File: config.mk
export PLATFORM = sky130hd
export DESIGN_NAME = gpopwm_top
export DESIGN_NICKNAME = d
export VERILOG_FILES = /design/src/rtl/gpopwm_pkg.sv /design/src/rtl/gpopwm_pin_drv.sv /design/src/rtl/gpopwm_pwm_gen.sv /design/src/rtl/gpopwm_top.sv
export SDC_FILE = /design/constraint.sdc
export NUM_CORES = 1
export LEC_CHECK = 0
export ABC_AREA = 1
export BUFFER_PORTS_ARGS = -buffer_cell sky130_fd_sc_hd__buf_4
export CORE_AREA = 2 2 96 98
export DETAILED_ROUTE_END_ITERATION = 8
export DIE_AREA = 0 0 98 100
export GPL_TIMING_DRIVEN = 0
export PLACE_DENSITY = 0.82
export RECOVER_POWER = 100
export REMOVE_ABC_BUFFERS = 1
export SLEW_MARGIN = 10
export SYNTH_ARGS = -nofsm -noshare
export SYNTH_HDL_FRONTEND = slang
export SYNTH_SLANG_ARGS = --single-unit
File: constraint.sdc
create_clock -name clk -period 2.3 [get_ports clk]
set_input_delay 0.23 -clock clk [delete_from_list [all_inputs] [get_ports clk]]
set_output_delay 0.23 -clock clk [all_outputs]
set_load 0.01 [all_outputs]
File: src/rtl/gpopwm_pkg.sv
// Constants for the pin output level and pin 0 PWM block.
// Assumes one 200 MHz clock and an APB slave port with 32-bit data.
package gpopwm_pkg;
    ////////////////////////////////////////////////////////////////////////////
    // Register indices; byte address is four times the index
    localparam logic [9:0] IDX_STATUS = 10'h04C;
    localparam logic [9:0] IDX_PIN_CFG = 10'h04D;
    localparam logic [9:0] IDX_LEVELS = 10'h04E;
    localparam logic [9:0] IDX_PWM0 = 10'h04F;
    // Width of every register
    localparam int unsigned REG_W = 16;
    localparam int unsigned PIN_N = 5;
    // Reset values
    localparam logic [15:0] RST_LEVELS = 16'h0000;
    localparam logic [15:0] RST_PWM0 = 16'h007F;
    localparam logic [15:0] RST_PIN_CFG = 16'h0000;
    // Writable bits of the pin config register; bit 1 reads zero
    localparam logic [15:0] PIN_CFG_WMASK = 16'h07FD;
    ////////////////////////////////////////////////////////////////////////////
    // Field positions
    localparam int unsigned SRC_LSB = 0;
    localparam int unsigned DIR_LSB = 5;
    localparam int unsigned FMT0_BIT = 10;
    localparam int unsigned TB_LSB = 14;
    localparam int unsigned HC_LSB = 7;
    localparam int unsigned LC_LSB = 0;
    localparam int unsigned CNT_W = 7;
    localparam int unsigned TB_SEL_W = 2;
    // Time base lengths in master clock periods
    localparam int unsigned TB_LEN_0 = 16;
    localparam int unsigned TB_LEN_1 = 64;
    localparam int unsigned TB_LEN_2 = 256;
    localparam int unsigned TB_LEN_3 = 1024;
    localparam int unsigned PRE_W = 10;
endpackage : gpopwm_pkg

File: src/rtl/gpopwm_pin_drv.sv
// One pin output stage: direction, source select and registered level.
// Assumes all inputs come from logic on the same clock.
`timescale 1ns/100ps
`default_nettype none
module gpopwm_pin_drv #(
    parameter bit HAS_ALT = 1'b1  // Pin has an alternate output source
) (
    input wire logic clk,
    input wire logic sys_rst,
    input wire logic dirOut,
    input wire logic srcData,
    input wire logic dataLevel,
    input wire logic altLevel,
    output logic pinLevel,
    output logic pinOe
);
    logic levelD;  // Next pin level
    logic levelQ;  // Registered pin level
    logic oeD;  // Next enable
    logic oeQ;  // Registered enable

    ////////////////////////////////////////////////////////////////////////////
    // Choose what drives the pin
    always_comb begin
        oeD = dirOut;
        levelD = 1'b0;
        if (dirOut) begin
            // source bit routes data or alternate
            if (!HAS_ALT || srcData) begin
                levelD = dataLevel;
            end else begin
                // Data bit ignored while alternate drives the pin
                levelD = altLevel;
            end
        end
    end

    // Registered so the pin never glitches on a mux change
    always_ff @(posedge clk) begin
        if (sys_rst) begin
            levelQ <= 1'b0;
            oeQ <= 1'b0;
        end else begin
            levelQ <= levelD;
            oeQ <= oeD;
        end
    end

    assign pinLevel = levelQ;
    assign pinOe = oeQ;
endmodule : gpopwm_pin_drv
`default_nettype wire

File: src/rtl/gpopwm_pwm_gen.sv
// PWM generator for the logic-low level of pin 0.
// Assumes clk is the master clock that sets the time base.
`timescale 1ns/100ps
`default_nettype none
module gpopwm_pwm_gen #(
    parameter int unsigned CW = gpopwm_pkg::CNT_W  // Counter field width
) (
    input wire logic clk,
    input wire logic sys_rst,
    input wire logic [gpopwm_pkg::TB_SEL_W-1:0] tbSel,
    input wire logic [CW-1:0] highCnt,
    input wire logic [CW-1:0] lowCnt,
    output logic pwmLevel
);
    typedef enum logic {GPOPWM_HIGH, GPOPWM_LOW} gpopwm_phase_t;

    gpopwm_phase_t phaseD, phaseQ;  // Current half of the period
    logic [gpopwm_pkg::PRE_W-1:0] preD, preQ;  // Clocks within one time base
    logic [gpopwm_pkg::PRE_W-1:0] tbLast;  // Last prescaler value
    logic [CW-1:0] cntD, cntQ;  // Time bases within the phase
    logic outD, outQ;  // Registered waveform
    logic tick;  // One time base elapsed

    // Refuse counter widths that the phase counter cannot serve
    if (CW < 1 || CW > 16) begin : g_bad_cw
        $error("gpopwm_pwm_gen: bad counter width");
    end

    ////////////////////////////////////////////////////////////////////////////
    // Prescaler and phase sequencer
    always_comb begin
        // time base chosen by the select code
        unique case (tbSel)
            2'h0: tbLast = gpopwm_pkg::PRE_W'(gpopwm_pkg::TB_LEN_0 - 1);
            2'h1: tbLast = gpopwm_pkg::PRE_W'(gpopwm_pkg::TB_LEN_1 - 1);
            2'h2: tbLast = gpopwm_pkg::PRE_W'(gpopwm_pkg::TB_LEN_2 - 1);
            2'h3: tbLast = gpopwm_pkg::PRE_W'(gpopwm_pkg::TB_LEN_3 - 1);
        endcase
        // A shorter select mid-count wraps at once instead of running on
        tick = (preQ >= tbLast);
        preD = tick ? '0 : preQ + 1'b1;
        phaseD = phaseQ;
        cntD = cntQ;
        // high for highCnt bases, then low for lowCnt bases
        if (tick) begin
            cntD = cntQ + 1'b1;
            unique case (phaseQ)
                GPOPWM_HIGH: begin
                    if (cntD >= highCnt) begin
                        phaseD = GPOPWM_LOW;
                        cntD = '0;
                    end
                end
                GPOPWM_LOW: begin
                    if (cntD >= lowCnt) begin
                        phaseD = GPOPWM_HIGH;
                        cntD = '0;
                    end
                end
            endcase
        end
        // Zero high count gives static low, zero low count static high
        if (highCnt == '0) begin
            outD = 1'b0;
        end else if (lowCnt == '0) begin
            outD = 1'b1;
        end else begin
            outD = (phaseQ == GPOPWM_HIGH);
        end
    end

    // Registers only
    always_ff @(posedge clk) begin
        if (sys_rst) begin
            preQ <= '0;
            cntQ <= '0;
            phaseQ <= GPOPWM_HIGH;
            outQ <= 1'b0;
        end else begin
            preQ <= preD;
            cntQ <= cntD;
            phaseQ <= phaseD;
            outQ <= outD;
        end
    end

    assign pwmLevel = outQ;
endmodule : gpopwm_pwm_gen
`default_nettype wire

File: src/rtl/gpopwm_top.sv
// Pin output level and pin 0 PWM register block with an APB slave port.
// Assumes alternate pin sources come from logic on the same clock.
//
// Decided for this implementation: the APB slave port.
`timescale 1ns/100ps
`default_nettype none
module gpopwm_top #(
    parameter int unsigned ADDR_W = 12  // APB byte address width
) (
    input wire logic clk,
    input wire logic sys_rst,
    // APB slave
    input wire logic psel,
    input wire logic penable,
    input wire logic pwrite,
    input wire logic [ADDR_W-1:0] paddr,
    input wire logic [31:0] pwdata,
    input wire logic [3:0] pstrb,
    output logic [31:0] prdata,
    output logic pready,
    output logic pslverr,
    // Alternate pin sources
    input wire logic missing_host_detect_out,
    input wire logic fault_ind_out,
    input wire logic overcurrent_cmp_a_out,
    input wire logic overcurrent_cmp_b_out,
    // Pins
    output logic [gpopwm_pkg::PIN_N-1:0] pinOut,
    output logic [gpopwm_pkg::PIN_N-1:0] pinOe
);
    localparam int unsigned RW = gpopwm_pkg::REG_W;
    localparam int unsigned NP = gpopwm_pkg::PIN_N;
    localparam int unsigned CW = gpopwm_pkg::CNT_W;

    // Decode reads paddr[11:2], so a narrower bus cannot reach the map
    if (ADDR_W < 12 || ADDR_W > 32) begin : g_bad_addr_w
        $error("gpopwm_top: ADDR_W out of range");
    end

    ////////////////////////////////////////////////////////////////////////////
    // Declarations
    logic [RW-1:0] pin_output_levels_d, pin_output_levels_q;  // Level register
    logic [RW-1:0] pin0_low_level_pwm_config_d, pin0_low_level_pwm_config_q;
    logic [RW-1:0] pinCfgD, pinCfgQ;  // Direction, source, format bits
    logic [31:0] rdataD, rdataQ;  // Read data, captured in setup phase
    logic errD, errQ;  // Error answer, captured in setup phase
    logic [9:0] regIdx;  // Word index of the access
    logic aligned;  // Low address bits are zero
    logic hitStatus, hitCfg, hitLevels, hitPwm0;  // Decode hits
    logic mapped;  // Any register hit
    logic setup;  // APB setup cycle
    logic wrAccess;  // Access phase of a write
    logic [RW-1:0] laneMask;  // Byte lanes enabled by pstrb
    logic [RW-1:0] wrData;  // Write data of the low half word
    logic [NP-1:0] altLevel;  // Alternate function per pin
    logic [NP-1:0] dataLevel;  // Data path level per pin
    logic [NP-1:0] hasAltBits;  // Which pins own an alternate source
    logic [NP-1:0] srcBits;  // Source select per pin
    logic [NP-1:0] dirBits;  // Direction per pin
    logic pwmLevel;  // Pin 0 logic-low waveform
    logic [RW-1:0] statusWord;  // Read-only live pin state

    ////////////////////////////////////////////////////////////////////////////
    // Address decode
    always_comb begin
        regIdx = paddr[11:2];
        aligned = (paddr[1:0] == 2'h0);
        // Upper address bits must be zero for a hit
        if (ADDR_W > 12) begin
            aligned = aligned && ((paddr >> 12) == '0);
        end
        hitStatus = aligned && (regIdx == gpopwm_pkg::IDX_STATUS);
        hitCfg = aligned && (regIdx == gpopwm_pkg::IDX_PIN_CFG);
        hitLevels = aligned && (regIdx == gpopwm_pkg::IDX_LEVELS);
        hitPwm0 = aligned && (regIdx == gpopwm_pkg::IDX_PWM0);
        mapped = hitStatus || hitCfg || hitLevels || hitPwm0;
        setup = psel && !penable;
        wrAccess = psel && penable && pwrite;
        laneMask = {{8{pstrb[1]}}, {8{pstrb[0]}}};
        wrData = pwdata[RW-1:0];
    end

    ////////////////////////////////////////////////////////////////////////////
    // Register file next values
    always_comb begin
        pin_output_levels_d = pin_output_levels_q;
        pin0_low_level_pwm_config_d = pin0_low_level_pwm_config_q;
        pinCfgD = pinCfgQ;
        if (wrAccess && hitLevels) begin
            // spare bits stored, read back, drive nothing
            pin_output_levels_d = (pin_output_levels_q & ~laneMask)
                                | (wrData & laneMask);
        end
        if (wrAccess && hitPwm0) begin
            // base select, high and low counts
            pin0_low_level_pwm_config_d = (pin0_low_level_pwm_config_q & ~laneMask)
                                        | (wrData & laneMask);
        end
        if (wrAccess && hitCfg) begin
            // Reserved bit 1 and upper bits stay zero
            pinCfgD = ((pinCfgQ & ~laneMask) | (wrData & laneMask))
                    & gpopwm_pkg::PIN_CFG_WMASK;
        end
    end

    // Register file flops
    always_ff @(posedge clk) begin
        if (sys_rst) begin
            pin_output_levels_q <= gpopwm_pkg::RST_LEVELS;
            pin0_low_level_pwm_config_q <= gpopwm_pkg::RST_PWM0;
            pinCfgQ <= gpopwm_pkg::RST_PIN_CFG;
        end else begin
            pin_output_levels_q <= pin_output_levels_d;
            pin0_low_level_pwm_config_q <= pin0_low_level_pwm_config_d;
            pinCfgQ <= pinCfgD;
        end
    end

    ////////////////////////////////////////////////////////////////////////////
    // Read data and error, prepared in the setup cycle
    always_comb begin
        statusWord = '0;
        statusWord[NP-1:0] = pinOut;
        statusWord[2*NP-1:NP] = pinOe;
        statusWord[2*NP] = pwmLevel;
        rdataD = rdataQ;
        errD = errQ;
        // Setup cycle latches the answer so prdata comes from a flop
        if (setup) begin
            rdataD = '0;
            errD = !mapped;
            if (hitStatus) begin
                rdataD[RW-1:0] = statusWord;
            end else if (hitCfg) begin
                rdataD[RW-1:0] = pinCfgQ;
            end else if (hitLevels) begin
                rdataD[RW-1:0] = pin_output_levels_q;
            end else if (hitPwm0) begin
                rdataD[RW-1:0] = pin0_low_level_pwm_config_q;
            end
        end
    end

    // Answer flops
    always_ff @(posedge clk) begin
        if (sys_rst) begin
            rdataQ <= '0;
            errQ <= 1'b0;
        end else begin
            rdataQ <= rdataD;
            errQ <= errD;
        end
    end

    // Zero-wait slave: every access phase finishes in one cycle
    assign pready = 1'b1;
    assign prdata = rdataQ;
    // Error only shows during the access phase
    assign pslverr = errQ && psel && penable;

    ////////////////////////////////////////////////////////////////////////////
    // Pin 0 low-level PWM generator
    gpopwm_pwm_gen #(
        .CW(CW)
    ) u_pwm0 (
        .clk(clk),
        .sys_rst(sys_rst),
        .tbSel(pin0_low_level_pwm_config_q[gpopwm_pkg::TB_LSB +: gpopwm_pkg::TB_SEL_W]),
        .highCnt(pin0_low_level_pwm_config_q[gpopwm_pkg::HC_LSB +: CW]),
        .lowCnt(pin0_low_level_pwm_config_q[gpopwm_pkg::LC_LSB +: CW]),
        .pwmLevel(pwmLevel)
    );

    ////////////////////////////////////////////////////////////////////////////
    // Per-pin data and alternate sources
    always_comb begin
        dirBits = pinCfgQ[gpopwm_pkg::DIR_LSB +: NP];
        srcBits = pinCfgQ[gpopwm_pkg::SRC_LSB +: NP];
        // bits 4:0 give the static pin levels
        dataLevel = pin_output_levels_q[NP-1:0];
        // Pin 0 in PWM format encodes a low level as the waveform;
        // high level stays static since its PWM setting is elsewhere
        if (pinCfgQ[gpopwm_pkg::FMT0_BIT] && !pin_output_levels_q[0]) begin
            dataLevel[0] = pwmLevel;
        end
        // pin 0 alternate is missing-host detect
        altLevel[0] = missing_host_detect_out;
        // pin 1 has no alternate source
        altLevel[1] = 1'b0;
        // pin 2 alternate is the fault output
        altLevel[2] = fault_ind_out;
        // pin 3 alternate is comparator A
        altLevel[3] = overcurrent_cmp_a_out;
        // pin 4 alternate is comparator B
        altLevel[4] = overcurrent_cmp_b_out;
        hasAltBits = 5'h1D;
    end

    ////////////////////////////////////////////////////////////////////////////
    // Pin output stages
    // level reaches the pin one edge after the write
    for (genvar p = 0; p < NP; p++) begin : g_pin
        gpopwm_pin_drv #(
            .HAS_ALT(p != 1)
        ) u_pin (
            .clk(clk),
            .sys_rst(sys_rst),
            .dirOut(dirBits[p]),
            .srcData(srcBits[p] || !hasAltBits[p]),
            .dataLevel(dataLevel[p]),
            .altLevel(altLevel[p]),
            .pinLevel(pinOut[p]),
            .pinOe(pinOe[p])
        );
    end
endmodule : gpopwm_top
`default_nettype wire

Word level (Yosys, flattened, before mapping) --
Cells that the tools add are included.
Cells by class: add/sub/neg operators 2, magnitude comparators 3, eq/ne operators 7, mux-type cells 17, bitwise operators 14, reduce and logical (&&, ||, !) cells 30
Operators by type and width (count):
- 16-bit 2-to-1 mux | 4
- 16-bit bitwise AND | 3
- 10-bit by 7-bit equality test with 1-bit output, second input constant | 4
- 10-bit case mux with 4 select lines | 1
- 16-bit bitwise OR | 2
- 16-bit inverter | 1
- 7-bit >= comparator | 2
- 7-bit logical NOT | 2
- 7-bit 2-to-1 mux | 2
- 7-bit case mux with 2 select lines | 1
- 2-bit OR reduction | 7
- 1-bit logical AND | 13
- 11-bit bitwise AND | 1
- 11-bit bitwise OR | 1
- 10-bit by 1-bit adder with 10-bit output, second input constant | 1
- 10-bit >= comparator | 1
- 1-bit 2-to-1 mux | 8
- 7-bit by 1-bit adder with 7-bit output, second input constant | 1
- 1-bit inverter | 6
- 2-bit equality test, second input constant | 2
- 2-bit logical NOT | 2
- 1-bit logical NOT | 3
- 1-bit logical OR | 3
- 2-bit by 1-bit equality test with 1-bit output, second input constant | 1
- 1-bit case mux with 2 select lines | 1
Storage, ports and cells: register bits 88, input bits 57, output and inout port bits 44, word-level logic and storage cells 92

Depth between registers and ports, before layout --
Gate-level depths: netlist of the first run.
depth after elaboration 6, gate-level depth with buffers 13, mapped depth without buffers 13

Hierarchy --
A second synthesis of the first run with hierarchy kept.
Second synthesis, totals: cells, all modules 692, area, all modules 4754.6 um^2
Modules (own cells, without submodules):
- gpopwm_top | times used 1, cells each 452, area each 2985.4 um^2, seq. area each 1181.1 um^2
- gpopwm_pwm_gen | times used 1, cells each 197, area each 1420.1 um^2, seq. area each 380.4 um^2
- gpopwm_pin_drv (g_pin[0].u_pin ...) | times used 4, cells each 9, area each 71.3 um^2, seq. area each 40.0 um^2
- gpopwm_pin_drv (g_pin[1].u_pin) | times used 1, cells each 7, area each 63.8 um^2, seq. area each 40.0 um^2

Worst setup path before layout of the first run --
Ideal clock, no wire load.
kind register to register, start point register u_pwm0.cntQ[0], end point register u_pwm0.cntQ[1], library setup time 74 ps, data arrival time 2022 ps, setup slack 204 ps, stages on the path, launching flop included 13, buffers on the path 0, period minus slack after synthesis 2096 ps, cells stage by stage dfxtp_1 ha_1 nand3_1 nand3b_1 xnor2_1 ha_1 nand2_1 inv_1 a21oi_1 nand4_1 nand2_1 nand2_1 o21ai_0
Between the ends: longest elaborated chain between the ends 4, elaborated cells on any way between the ends 6, those cells by class 1 x add/sub; 2 x order compare; 3 x mux
RTL lines:
- start: declaration | RTL line gpopwm_pwm_gen.sv:20 | logic [CW-1:0] cntD, cntQ;
- start signal: assignment | RTL line gpopwm_pwm_gen.sv:81 | cntQ <= cntD;
- 7-bit by 1-bit adder with 7-bit output (*) | RTL line gpopwm_pwm_gen.sv:46 | cntD = cntQ + 1'b1;
- 7-bit >= comparator (on tied branches) | RTL line gpopwm_pwm_gen.sv:55, gpopwm_pwm_gen.sv:49
- 7-bit 2-to-1 mux (on tied branches) | RTL line gpopwm_pwm_gen.sv:55, gpopwm_pwm_gen.sv:49
- 7-bit case mux with 2 select lines (*) | RTL line gpopwm_pwm_gen.sv:47 | unique case (phaseQ)
Mark *: on every way between the ends. The rest lies on a longest branch, timed or not. A chain may end at the register's enable or synchronous reset.

Worst setup path after layout of the first run --
start point register u_pwm0.cntQ[0], end point register u_pwm0.cntQ[6]
Same word-level chain as after synthesis.

==> results of run 1 <==
-- path summary, 6_finish.rpt --
kind	startpoint	end
max reg2reg	u_pwm0.cntQ[0]	u_pwm0.cntQ[6]
min reg2reg	u_pwm0.preQ[0]	u_pwm0.preQ[0]
min	fault_ind_out	g_pin[2].u_pin.pinLevel
max	u_pwm0.cntQ[0]	u_pwm0.cntQ[6]
-- power breakdown --
| part | total (W) | switching [W] | internal (W) |
|---|---|---|---|
| Clock | 0.00118 | 0.000653 | 0.000529 |
| Combinational | 0.000176 | 0.000114 | 0.0000618 |
| Sequential | 0.00153 | 0.00000474 | 0.00153 |
-- layout make-up --
class | instances | area [um2]
Fill cell | 817 | 3660
Sequential cell | 88 | 1770
Multi-Input combinational cell | 434 | 2380
Clock buffer | 9 | 124
Timing Repair Buffer | 70 | 424
Tap cell | 111 | 139
Clock inverter | 7 | 86.3
Inverter | 83 | 313
-- worst max-delay path, cell delays in order (launching register included) --
cell and delay (ns):
dfxtp_4 0.38, buf_4 0.14, nand3_1 0.11, nand3b_1 0.22
xnor2_2 0.19, ha_1 0.31, nand2_1 0.07, nor2_1 0.16
nand3_1 0.10, nand4_1 0.13, nand2_1 0.10, nand2_4 0.11
o21ai_1 0.07
-- logic make-up after synthesis --
group	Yosys count
AO/OA/AOI/OAI	128
adder cells (fa/ha/maj)	22
other	2
XOR/XNOR	9
buffers and inverters	136
AND/OR/NAND/NOR	257
flip-flops	88
-- routing by layer --
metal / vias up / global-route usage (%) / share of wire, %
met4: 0 / 9.19 / 1.7
met3: 22 / 3.90 / 7.6
met1: 2020 / 27.1 / 41
met2: 176 / 40.6 / 50
li1: 2160 / - / -
met5: - / 0 / 0
-- repair_timing --
action	in CTS	in global routing
pin swaps	3	6
hold buffers	0	0
gates cloned	0	1
setup buffers	3	2
setup endpoints to repair	18	27
hold endpoints to repair	0	0
gates resized for setup	9	16
-- cells in the final DEF (no fill, tap or decap), drive strengths merged, types with 5 or more instances in the layout --
master,n
a21oi,62
buf,42
clkbuf,37
conb,17
dfxtp,88
ha,22
inv,87
nand2,104
nand3,64
nand3b,5
nand4,16
nor2,57
nor3,8
o211ai,7
o21ai,53
xor2,5
-- through the flow --
| stage | area, um2 | setup TNS [ns] | utilization, % | worst slack, ns | cells |
|---|---|---|---|---|---|
| 5_1_grt | 5230 | -0.0326 | 58.9 | -0.0170 | 802 |
| 3_5_place_dp | 5020 | -15.82 | 56.5 | -0.689 | 780 |
| 6_report | 5230 | 0 | 58.9 | 0.109 | 802 |
| 2_1_floorplan | 4400 | 0 | - | 0.204 | 604 |
| 4_1_cts | 5280 | 0 | 59.4 | 0.00403 | 799 |
| 3_3_place_gp | 5020 | -12.57 | 56.5 | -0.631 | 780 |
==> key figures, run 1 <==
Cells and area
  • Layout area overhead: 11.6%
  • Diodes inserted: 0
  • Fraction of layout cells with a size suffix above 1: about an eighth
  • Fin nets: approximately 770

Worst setup path
  • Crit path capture type: flop
  • Critical Path Fanout Max: 7
  • Reg2Reg Setup Slack: roughly 0.11 ns
  • Worst r2r path cells: 12
  • Crit path kind: flop to flop
  • Startpoint types: flop
  • Critical Path AT: 2.46 ns
  • Worst EP required: about 2.6 ns

Synthesis
  • Cell area after synthesis: between 0.004 and 0.005 mm2
  • Post-synthesis mux area share: 0%
  • Most common cell in the netlist: nand2_1
  • Commonest cells in the netlist: nand2_1 (100), dfxtp_1 (88), inv_1 (79)
  • Share of the synthesized area in the top cell type: approximately 38%
  • #FFs+latches synth: about 90
  • Post-Synth Simple-Gate Area: between 20% and 30%
  • Synth top area cells: dfxtp_1 (38%), nand2_1 (8.0%), a21oi_1 (6.6%)
  • Post-Synth Adder-Cell Area: roughly 5.9%
  • Synthesized instance count: 642
  • Synth Area in XOR/XNOR: under 10%
  • Synth Area per Inst: around 7.3 um2
  • Post-synth ARST share: 0%
  • Primary FF master, synth: dfxtp_1
  • Sequential area share after synthesis: between 30 and 40%
  • Post-synthesis compound-gate area fraction: between 10% and 20%
  • Yosys warns: 0
  • Synth unique cells: 38
  • Post-synth EDFFs: 0
  • Cell taking the most area after synthesis: dfxtp_1
  • Largest family of logic cells by synthesized area: simple AND/OR/NAND/NOR gates

Clock network
  • Clk Latency, worst-skew pair: 0.39 ns
  • Clock Tree Root: clkbuf_8
  • CTS tree: done
  • CTS Sinks: 88
  • Clock-pin slew on the worst setup and hold paths: approximately 0.11 ns
  • Total CTS buffers: 9
  • Htree depth: 3
  • Clock Tree Buf Depth: 2

Die
  • Core ar.: around 0.009 mm2
  • Die ar.: 0.00980 mm2
  • Die width: 98 um
  • Ports: about 100
  • Num rows: 35
  • Die Span Y: 100 um
  • Initial Util: between 50% and 60%

STA
  • Endpoints failing setup: 0
  • Relative slew margins: between 30% and 40%
  • Tightest Pin Transition: ~1 ns
  • Fmax: about 0.46 GHz
  • Min cycle time layout: approximately 2.2 ns
  • Fin. Hold Viols: 0
  • Final period util: 95.2%
  • Final worst clock skew: 0.0214 ns
  • Min Hold Slack: 0.0540 ns
  • Final Max Slew Viols: 0

Pwr
  • Worst VDD drop: 0.253 mV
  • Overall Power: 0.00289 W
  • Power density over the cells: between 500 and 600 mW/mm2
  • Pleak: 2.44 nW

Drt
  • Iteration-0 DRC Markers: 259
  • Routed Antenna Nets: 0
  • # DRC: 0
  • Via-to-Cell Ratio: about 5.5
  • Average wire per standard cell: 14.5 um
  • Drt pass-1 iters: 4
  • Wirelength, routed: between 10 and 15 mm
  • DR vias: between 4000 and 5000

Place
  • Dpl hpwl: between 7 and 8 mm
  • Port Buffer Count: 65
  • Routability congestion estimate: roughly 0.9

Global routing
  • GRT Total Usage: a little under a quarter
  • First-pass GRT wire length: around 18 mm
  • Antenna violations before repair: 0
  • GRT overflow: 0
  • Number of global-route vias before repair: 4139
  • Largest net degree at the start of global routing: 54

Min path
  • Hold depth: 3
  • HP Class: input port to flop

Outcome
  • Status: finished, final reports clean

Job
  • Max-cap viol count: 0
(Power assumes the default switching activity.)
==> run 2, diff against run 1 <==
--- a/config.mk
+++ b/config.mk
@@ -7,11 +7,11 @@
 export LEC_CHECK = 0
 export ABC_AREA = 1
 export BUFFER_PORTS_ARGS = -buffer_cell sky130_fd_sc_hd__buf_4
-export CORE_AREA = 2 2 96 98
+export CORE_AREA = 2 2 100 102
 export DETAILED_ROUTE_END_ITERATION = 8
-export DIE_AREA = 0 0 98 100
+export DIE_AREA = 0 0 102 104
 export GPL_TIMING_DRIVEN = 0
-export PLACE_DENSITY = 0.82
+export PLACE_DENSITY = 0.76
 export RECOVER_POWER = 100
 export REMOVE_ABC_BUFFERS = 1
 export SLEW_MARGIN = 10
==> key figures, run 2 (synthesis results as in run 1) <==
Outcome
  • Status: finished, final reports clean

Cells and area
  • Layout area overhead: 12.1%
  • Finished Cell Area: 0.00526 mm2 (+0.45%)
  • Commonest non-fill, non-tap cell in the layout: nand2_1
  • Fraction of layout cells with a size suffix above 1: 12.9% (-0.38 points)
  • Diodes inserted: 0 (unchanged)
  • Fin nets: 762 (-0.39%)
  • Most frequent cells in the layout: nand2_1 (99), dfxtp_1 (86), inv_1 (79)

Drt
  • Drt pass-1 iters: 5 (+1)
  • Top sig layer: met4
  • Met1 wire length: 4.76 mm (-0.25%)
  • Wirelength, routed: 11.2 mm (-3.8%)
  • Via-to-Cell Ratio: 5.20 (-4.7%)
  • Iteration-0 DRC Markers: 262 (+1.2%)
  • Average wire per standard cell: 13.7 um (-6.0%)
  • Routed Antenna Nets: 0 (unchanged)
  • DR vias: 4272 (-2.4%)
  • # DRC: 0 (unchanged)
  • Met2 WL: 5.68 mm (-2.1%)
  • Met3 WL: 645 um (-27%)

Global routing
  • GRT overflow: 0 (unchanged)
  • Largest net degree at the start of global routing: 54 (unchanged)
  • GRT Total Usage: 21.0% (-1.7 points)
  • Antenna violations before repair: 0 (unchanged)
  • First-pass GRT wire length: 18.1 mm (-1.7%)
  • Number of global-route vias before repair: 3986 (-3.7%)

STA
  • Final period util: 93.3% (-1.9 points)
  • Endpoints failing setup: 0 (unchanged)
  • Relative slew margins: 38.1% (+5.0 points)
  • Final worst clock skew: 0.00994 ns (-0.0114 ns)
  • Tightest Pin Transition: 0.928 ns (-0.0751 ns)
  • Worst Slack Setup Final: 0.154 ns (+0.0442 ns)
  • Final Max Slew Viols: 0 (unchanged)
  • Fmax: 0.466 GHz (+2.1%)
  • Min cycle time layout: 2.15 ns (-0.0442 ns)
  • RSZ-0062 raised after global routing: yes
  • Fin. Hold Viols: 0 (unchanged)

Place
  • Port Buffer Count: 65 (unchanged)
  • Post-DP Area: 0.00505 mm2 (+0.55%)
  • Dpl hpwl: 7.85 mm (+2.8%)
  • Place WS: -0.754 ns (-0.0653 ns)
  • Routability congestion estimate: 0.827 (-5.4%)

Clock network
  • CTS Sinks: 88 (unchanged)
  • Clk Latency, worst-skew pair: 0.37 ns (-0.02 ns)
  • Total CTS buffers: 9 (unchanged)
  • Clock Tree Buf Depth: 2 (unchanged)
  • Clock Tree Root: clkbuf_8
  • Clock-pin slew on the worst setup and hold paths: 0.09 ns (-0.02 ns)
  • Htree depth: 3 (unchanged)
  • Hold buffer count at cts: 0 (unchanged)
  • CTS tree: done

Pwr
  • Power density over the cells: 559 mW/mm2 (+1.1%)
  • Comb pwr share: 6.1% (about the same)
  • Flop pwr share: 52.1% (-0.9 points)
  • Net Sw Frac: 23.9% (-2.8 points)
  • Pint: 0.00224 W (+5.5%)
  • Clock power frac: 41.8% (+0.9 points)
  • Worst VDD drop: 0.305 mV (+20%)
  • Net Sw Power: 0.000701 W (-9.2%)
  • Pleak: 2.44 nW (about the same)

Die
  • Ports: 101 (unchanged)
  • Num rows: 36 (+2.9%)
  • Die width: 102 um (+4.1%)
  • Die Span Y: 104 um (+4.0%)
  • Initial Util: 49.1% (-3.6 points)
  • Die ar.: 0.0106 mm2 (+8.2%)
  • Core ar.: 0.00955 mm2 (+7.4%)

Worst setup path
  • Critical path origin: u_pwm0.cntQ[0]
  • Crit path kind: flop to flop
  • Startpoint types: flop
  • Reg-to-reg startpoint: u_pwm0.cntQ[0]
  • Crit path capture type: flop
  • Critical Path Fanout Max: 7 (unchanged)
  • Critical path, cell by cell: ha_4 -> nand3_2 -> nand3b_1 -> xnor2_2 -> ha_1 -> a21o_1 -> nor2_2 -> nand4_1 -> nand2_1 -> nand2_4 -> o21ai_1
  • CP max stage delay: 0.37 ns (about the same)
  • Worst EP required: 2.60 ns (+0.03 ns)
  • Critical Path AT: 2.45 ns (about the same)
  • Slowest CP cell: dfxtp_4

Job
  • Max-cap viol count: 0 (unchanged)

Min path
  • Min-Delay Startpoint: fault_ind_out
  • HP Class: input port to flop
## run 2: changes by cell type in the layout (fill, tap and decap cells not counted), moves of 2 or more
cell | previous run | this run
o21ai_0 | 46 | 38
inv_8 | 2 | 0
o211ai_1 | 6 | 2
o211ai_2 | 1 | 5
buf_4 | 42 | 40
o21ai_1 | 6 | 15
## run 2: worst paths after layout
check                             to  cells past startpoint  slack (ns)
min          g_pin[2].u_pin.pinLevel                      3        0.08
max                   u_pwm0.cntQ[5]                     11        0.15
max reg2reg           u_pwm0.cntQ[5]                     11        0.15
min reg2reg           u_pwm0.preQ[0]                      1        0.46
## run 2: layout make-up
type	count	area (um2)
Clock buffer	10	138
Clock inverter	6	90.1
Fill cell	917	4290
Inverter	83	313
Multi-Input combinational cell	434	2380
Sequential cell	88	1770
Tap cell	133	166
Timing Repair Buffer	67	402
## run 2: per-layer routing
layer,vias up,GRT usage [%]
met5,-,0
met4,0,5.81
met3,15,4.17
met2,133,36.7
met1,1970,26.0
li1,2154,-
## run 2: timing repair
action                                  4_1_cts  5_1_grt
pin swaps                                     2        5
gates resized for setup                      10       11
endpoints found under the hold margin         0        0
endpoints found under the setup margin       25       21
gates cloned                                  0        1
setup buffers                                 1        1
## run 2: metrics by stage
stage	hold WS [ns]	power, W	util (%)	TNS [ns]	std cells
2_1_floorplan	0.299	0.00165	-	0	604
3_5_place_dp	0.453	0.00174	52.9	-16.21	802
6_report	0.0764	0.00294	55.0	0	821
4_1_cts	0.0699	0.00295	55.6	-0.0168	819
3_3_place_gp	0.428	0.00174	52.9	-14.52	802
5_1_grt	0.0738	0.00304	55.0	-0.157	821
## run 2: worst max-delay path, delay by kind of cell, from the launching register on
family | cells | cell delay [ns]
DFF | 1 | 0.37
xor gates and xnor gates | 1 | 0.23
and+or+nand+nor | 6 | 0.75
adders and majority gates | 2 | 0.42
AOI/OAI and AO/OA | 2 | 0.30
## run 2: power groups by stage
stage	combinational [W]	clock (W)	sequential, W
floorplan	0.0000820	0	0.00157
global placement	0.000173	0	0.00157
detailed placement	0.000175	0	0.00157
CTS	0.000175	0.00124	0.00153
global route	0.000195	0.00131	0.00153
finish	0.000178	0.00123	0.00153
==> run 3, diff against run 2 <==
--- a/config.mk
+++ b/config.mk
@@ -7,9 +7,9 @@
 export LEC_CHECK = 0
 export ABC_AREA = 1
 export BUFFER_PORTS_ARGS = -buffer_cell sky130_fd_sc_hd__buf_4
-export CORE_AREA = 2 2 100 102
+export CORE_AREA = 3 3 101 103
 export DETAILED_ROUTE_END_ITERATION = 8
-export DIE_AREA = 0 0 102 104
+export DIE_AREA = 0 0 104 106
 export GPL_TIMING_DRIVEN = 0
 export PLACE_DENSITY = 0.76
 export RECOVER_POWER = 100
==> key figures, run 3 (synthesis results as in run 1) <==
Outcome
  • Status: finished, violations left
  • Failing checks: capacitance limit, slew limit

Die
  • Num rows: 35 (-2.8%)
  • Core ar.: 0.00928 mm2 (-2.8%)
  • Ports: 101 (unchanged)
  • Die width: 104 um (+2.0%)
  • Initial Util: 50.5% (+1.4 points)
  • Die ar.: 0.0110 mm2 (+3.9%)
  • Die Span Y: 106 um (+1.9%)

Clock network
  • Total CTS buffers: 9 (unchanged)
  • CTS tree: done
  • Clock Tree Buf Depth: 2 (unchanged)
  • CTS Sinks: 88 (unchanged)
  • Clock Tree Root: clkbuf_8
  • Htree depth: 3 (unchanged)
  • Clock-pin slew on the worst setup and hold paths: 0.09 ns (about the same)
  • Clk Latency, worst-skew pair: 0.36 ns (about the same)

Worst setup path
  • Slowest CP cell: dfxtp_4
  • Crit path kind: flop to flop
  • Critical path origin: u_pwm0.cntQ[0]
  • Crit path capture type: flop
  • Reg2Reg Setup Slack: 0.18 ns (+0.02 ns)
  • CP Depth: 11 (unchanged)
  • Worst EP required: 2.59 ns (about the same)
  • CP max stage delay: 0.37 ns (about the same)
  • Critical Path AT: 2.41 ns (-0.04 ns)
  • Reg-to-reg startpoint: u_pwm0.cntQ[0]
  • Critical path, cell by cell: ha_4 -> nand3_2 -> nand3b_1 -> xnor2_2 -> ha_1 -> a21o_1 -> nor2_1 -> nand4_1 -> nand2_2 -> nand2_4 -> o21ai_1
  • Critical path buffers and inverters: 0 (unchanged)
  • CP top delay family: simple AND/OR/NAND/NOR gates
  • Startpoint types: flop
  • Reg2Reg Capture Point: u_pwm0.cntQ[1]
  • Critical Path Fanout Max: 7 (unchanged)
  • CP Capture Point: u_pwm0.cntQ[1]
  • Worst r2r path cells: 11 (unchanged)

Cells and area
  • Fillers: 892 (-2.7%)
  • Register area: 0.00177 mm2 (unchanged)
  • Multi-input logic area: 0.00237 mm2 (-0.21%)
  • Final core occ: 56.3% (+1.3 points)
  • Fin nets: 762 (unchanged)
  • Layout area overhead: 11.5%
  • Post-route insts no fill: 817 (-0.49%)
  • Commonest non-fill, non-tap cell in the layout: nand2_1
  • Diodes inserted: 0 (unchanged)
  • Fraction of layout cells with a size suffix above 1: 12.9% (unchanged)
  • Most frequent cells in the layout: nand2_1 (99), dfxtp_1 (86), inv_1 (79)

Drt
  • # DRC: 0 (unchanged)
  • Drt pass-1 iters: 6 (+1)
  • Routed Antenna Nets: 0 (unchanged)
  • Iteration-0 DRC Markers: 240 (-8.4%)
  • Wirelength, routed: 11.3 mm (+0.81%)
  • Average wire per standard cell: 13.9 um (+1.3%)
  • DR vias: 4298 (+0.61%)
  • Via-to-Cell Ratio: 5.26 (+1.1%)

STA
  • Fmax: 0.471 GHz (+1.1%)
  • Final worst clock skew: 0.0112 ns (+0.00126 ns)
  • Final period util: 92.3% (-0.98 points)
  • Fin. Hold Viols: 0 (unchanged)
  • Endpoints failing setup: 0 (unchanged)
  • Final Max Slew Viols: 22 (+22)
  • Tightest Pin Transition: 1.60 ns (+0.671 ns)
  • Relative slew margins: -7.01% (-45 points)
  • Min cycle time layout: 2.12 ns (-0.0226 ns)
  • RSZ-0062 raised after global routing: yes
  • Min Hold Slack: 0.0920 ns (+0.0156 ns)

Place
  • Placed cells: 798 (-0.50%)
  • Routability congestion estimate: 0.883 (+6.7%)
  • Port Buffer Count: 65 (unchanged)
  • Dpl hpwl: 7.94 mm (+1.1%)

Min path
  • HP Class: input port to flop

Global routing
  • Antenna violations before repair: 0 (unchanged)
  • GRT Total Usage: 20.1% (-0.92 points)
  • First-pass GRT wire length: 18.5 mm (+2.3%)
  • Largest net degree at the start of global routing: 54 (unchanged)
  • Number of global-route vias before repair: 4010 (+0.60%)
  • GRT overflow: 0 (unchanged)

Job
  • Max-cap viol count: 1 (+1)

Pwr
  • Worst VDD drop: 0.289 mV (-5.2%)
  • Power density over the cells: 547 mW/mm2 (-2.0%)
  • Pleak: 2.42 nW (-0.74%)
==> run 3: per-stage QoR <==
| step | cell area (um2) | setup WS (ns) | power (W) | TNS [ns] |
|---|---|---|---|---|
| global placement | 5050 | -0.712 | 0.00174 | -14.39 |
| finish | 5230 | 0.176 | 0.00286 | 0 |
| floorplan | 4400 | 0.204 | 0.00165 | 0 |
| detailed placement | 5050 | -0.766 | 0.00174 | -16.24 |
| CTS | 5300 | 0.0202 | 0.00288 | 0 |
| global route | 5230 | -0.0215 | 0.00297 | -0.0827 |
==> run 3: cell type report <==
type,instances,area share (%)
Clock buffer,10,2.63
Clock inverter,6,1.41
Inverter,83,5.98
Multi-Input combinational cell,434,45.4
Sequential cell,88,33.8
Tap cell,129,3.09
Timing Repair Buffer,67,7.68
==> run 3: routing by layer <==
metal / wire length [um] / global-route usage, % / up-vias
met1: 4920 / 24.4 / 1972
met4: 207 / 7.31 / 0
met2: 5440 / 35.1 / 153
met5: 0 / 0 / -
li1: - / - / 2156
met3: 745 / 4.19 / 17
==> run 3: worst min-delay path by stage <==
stage / from / to / slack (ns) / depth (start not counted)
after floorplan: sys_rst / errQ / 0.30 / 1
after global placement: u_pwm0.preQ[0] / u_pwm0.preQ[0] / 0.43 / 1
after detailed placement: u_pwm0.preQ[0] / u_pwm0.preQ[0] / 0.45 / 1
after CTS: fault_ind_out / g_pin[2].u_pin.pinLevel / 0.09 / 3
after global routing: pwdata[11] / flop / 0.11 / 3
final: fault_ind_out / g_pin[2].u_pin.pinLevel / 0.09 / 3
==> run 3: tightest hold or removal path: cells and delay by family <==
family	cells	cell delay (ns)
simple gates	2	0.11
buf+inv	1	0.08
==> run 3: report_power, final <==
part / internal [W] / total, W / leakage, nW / switching, W
clock: 0.000550 / 0.00116 / 0.108 / 0.000605
combinational: 0.0000619 / 0.000175 / 1.60 / 0.000113
sequential: 0.00153 / 0.00153 / 0.711 / 0.00000503
==> run 3: repair_timing <==
| action | CTS | global route |
|---|---|---|
| pin swaps | 2 | 10 |
| setup buffers | 2 | 0 |
| hold buffers | 0 | 0 |
| gates resized for setup | 8 | 15 |
| setup endpoints to repair | 28 | 15 |
| gates cloned | 0 | 1 |
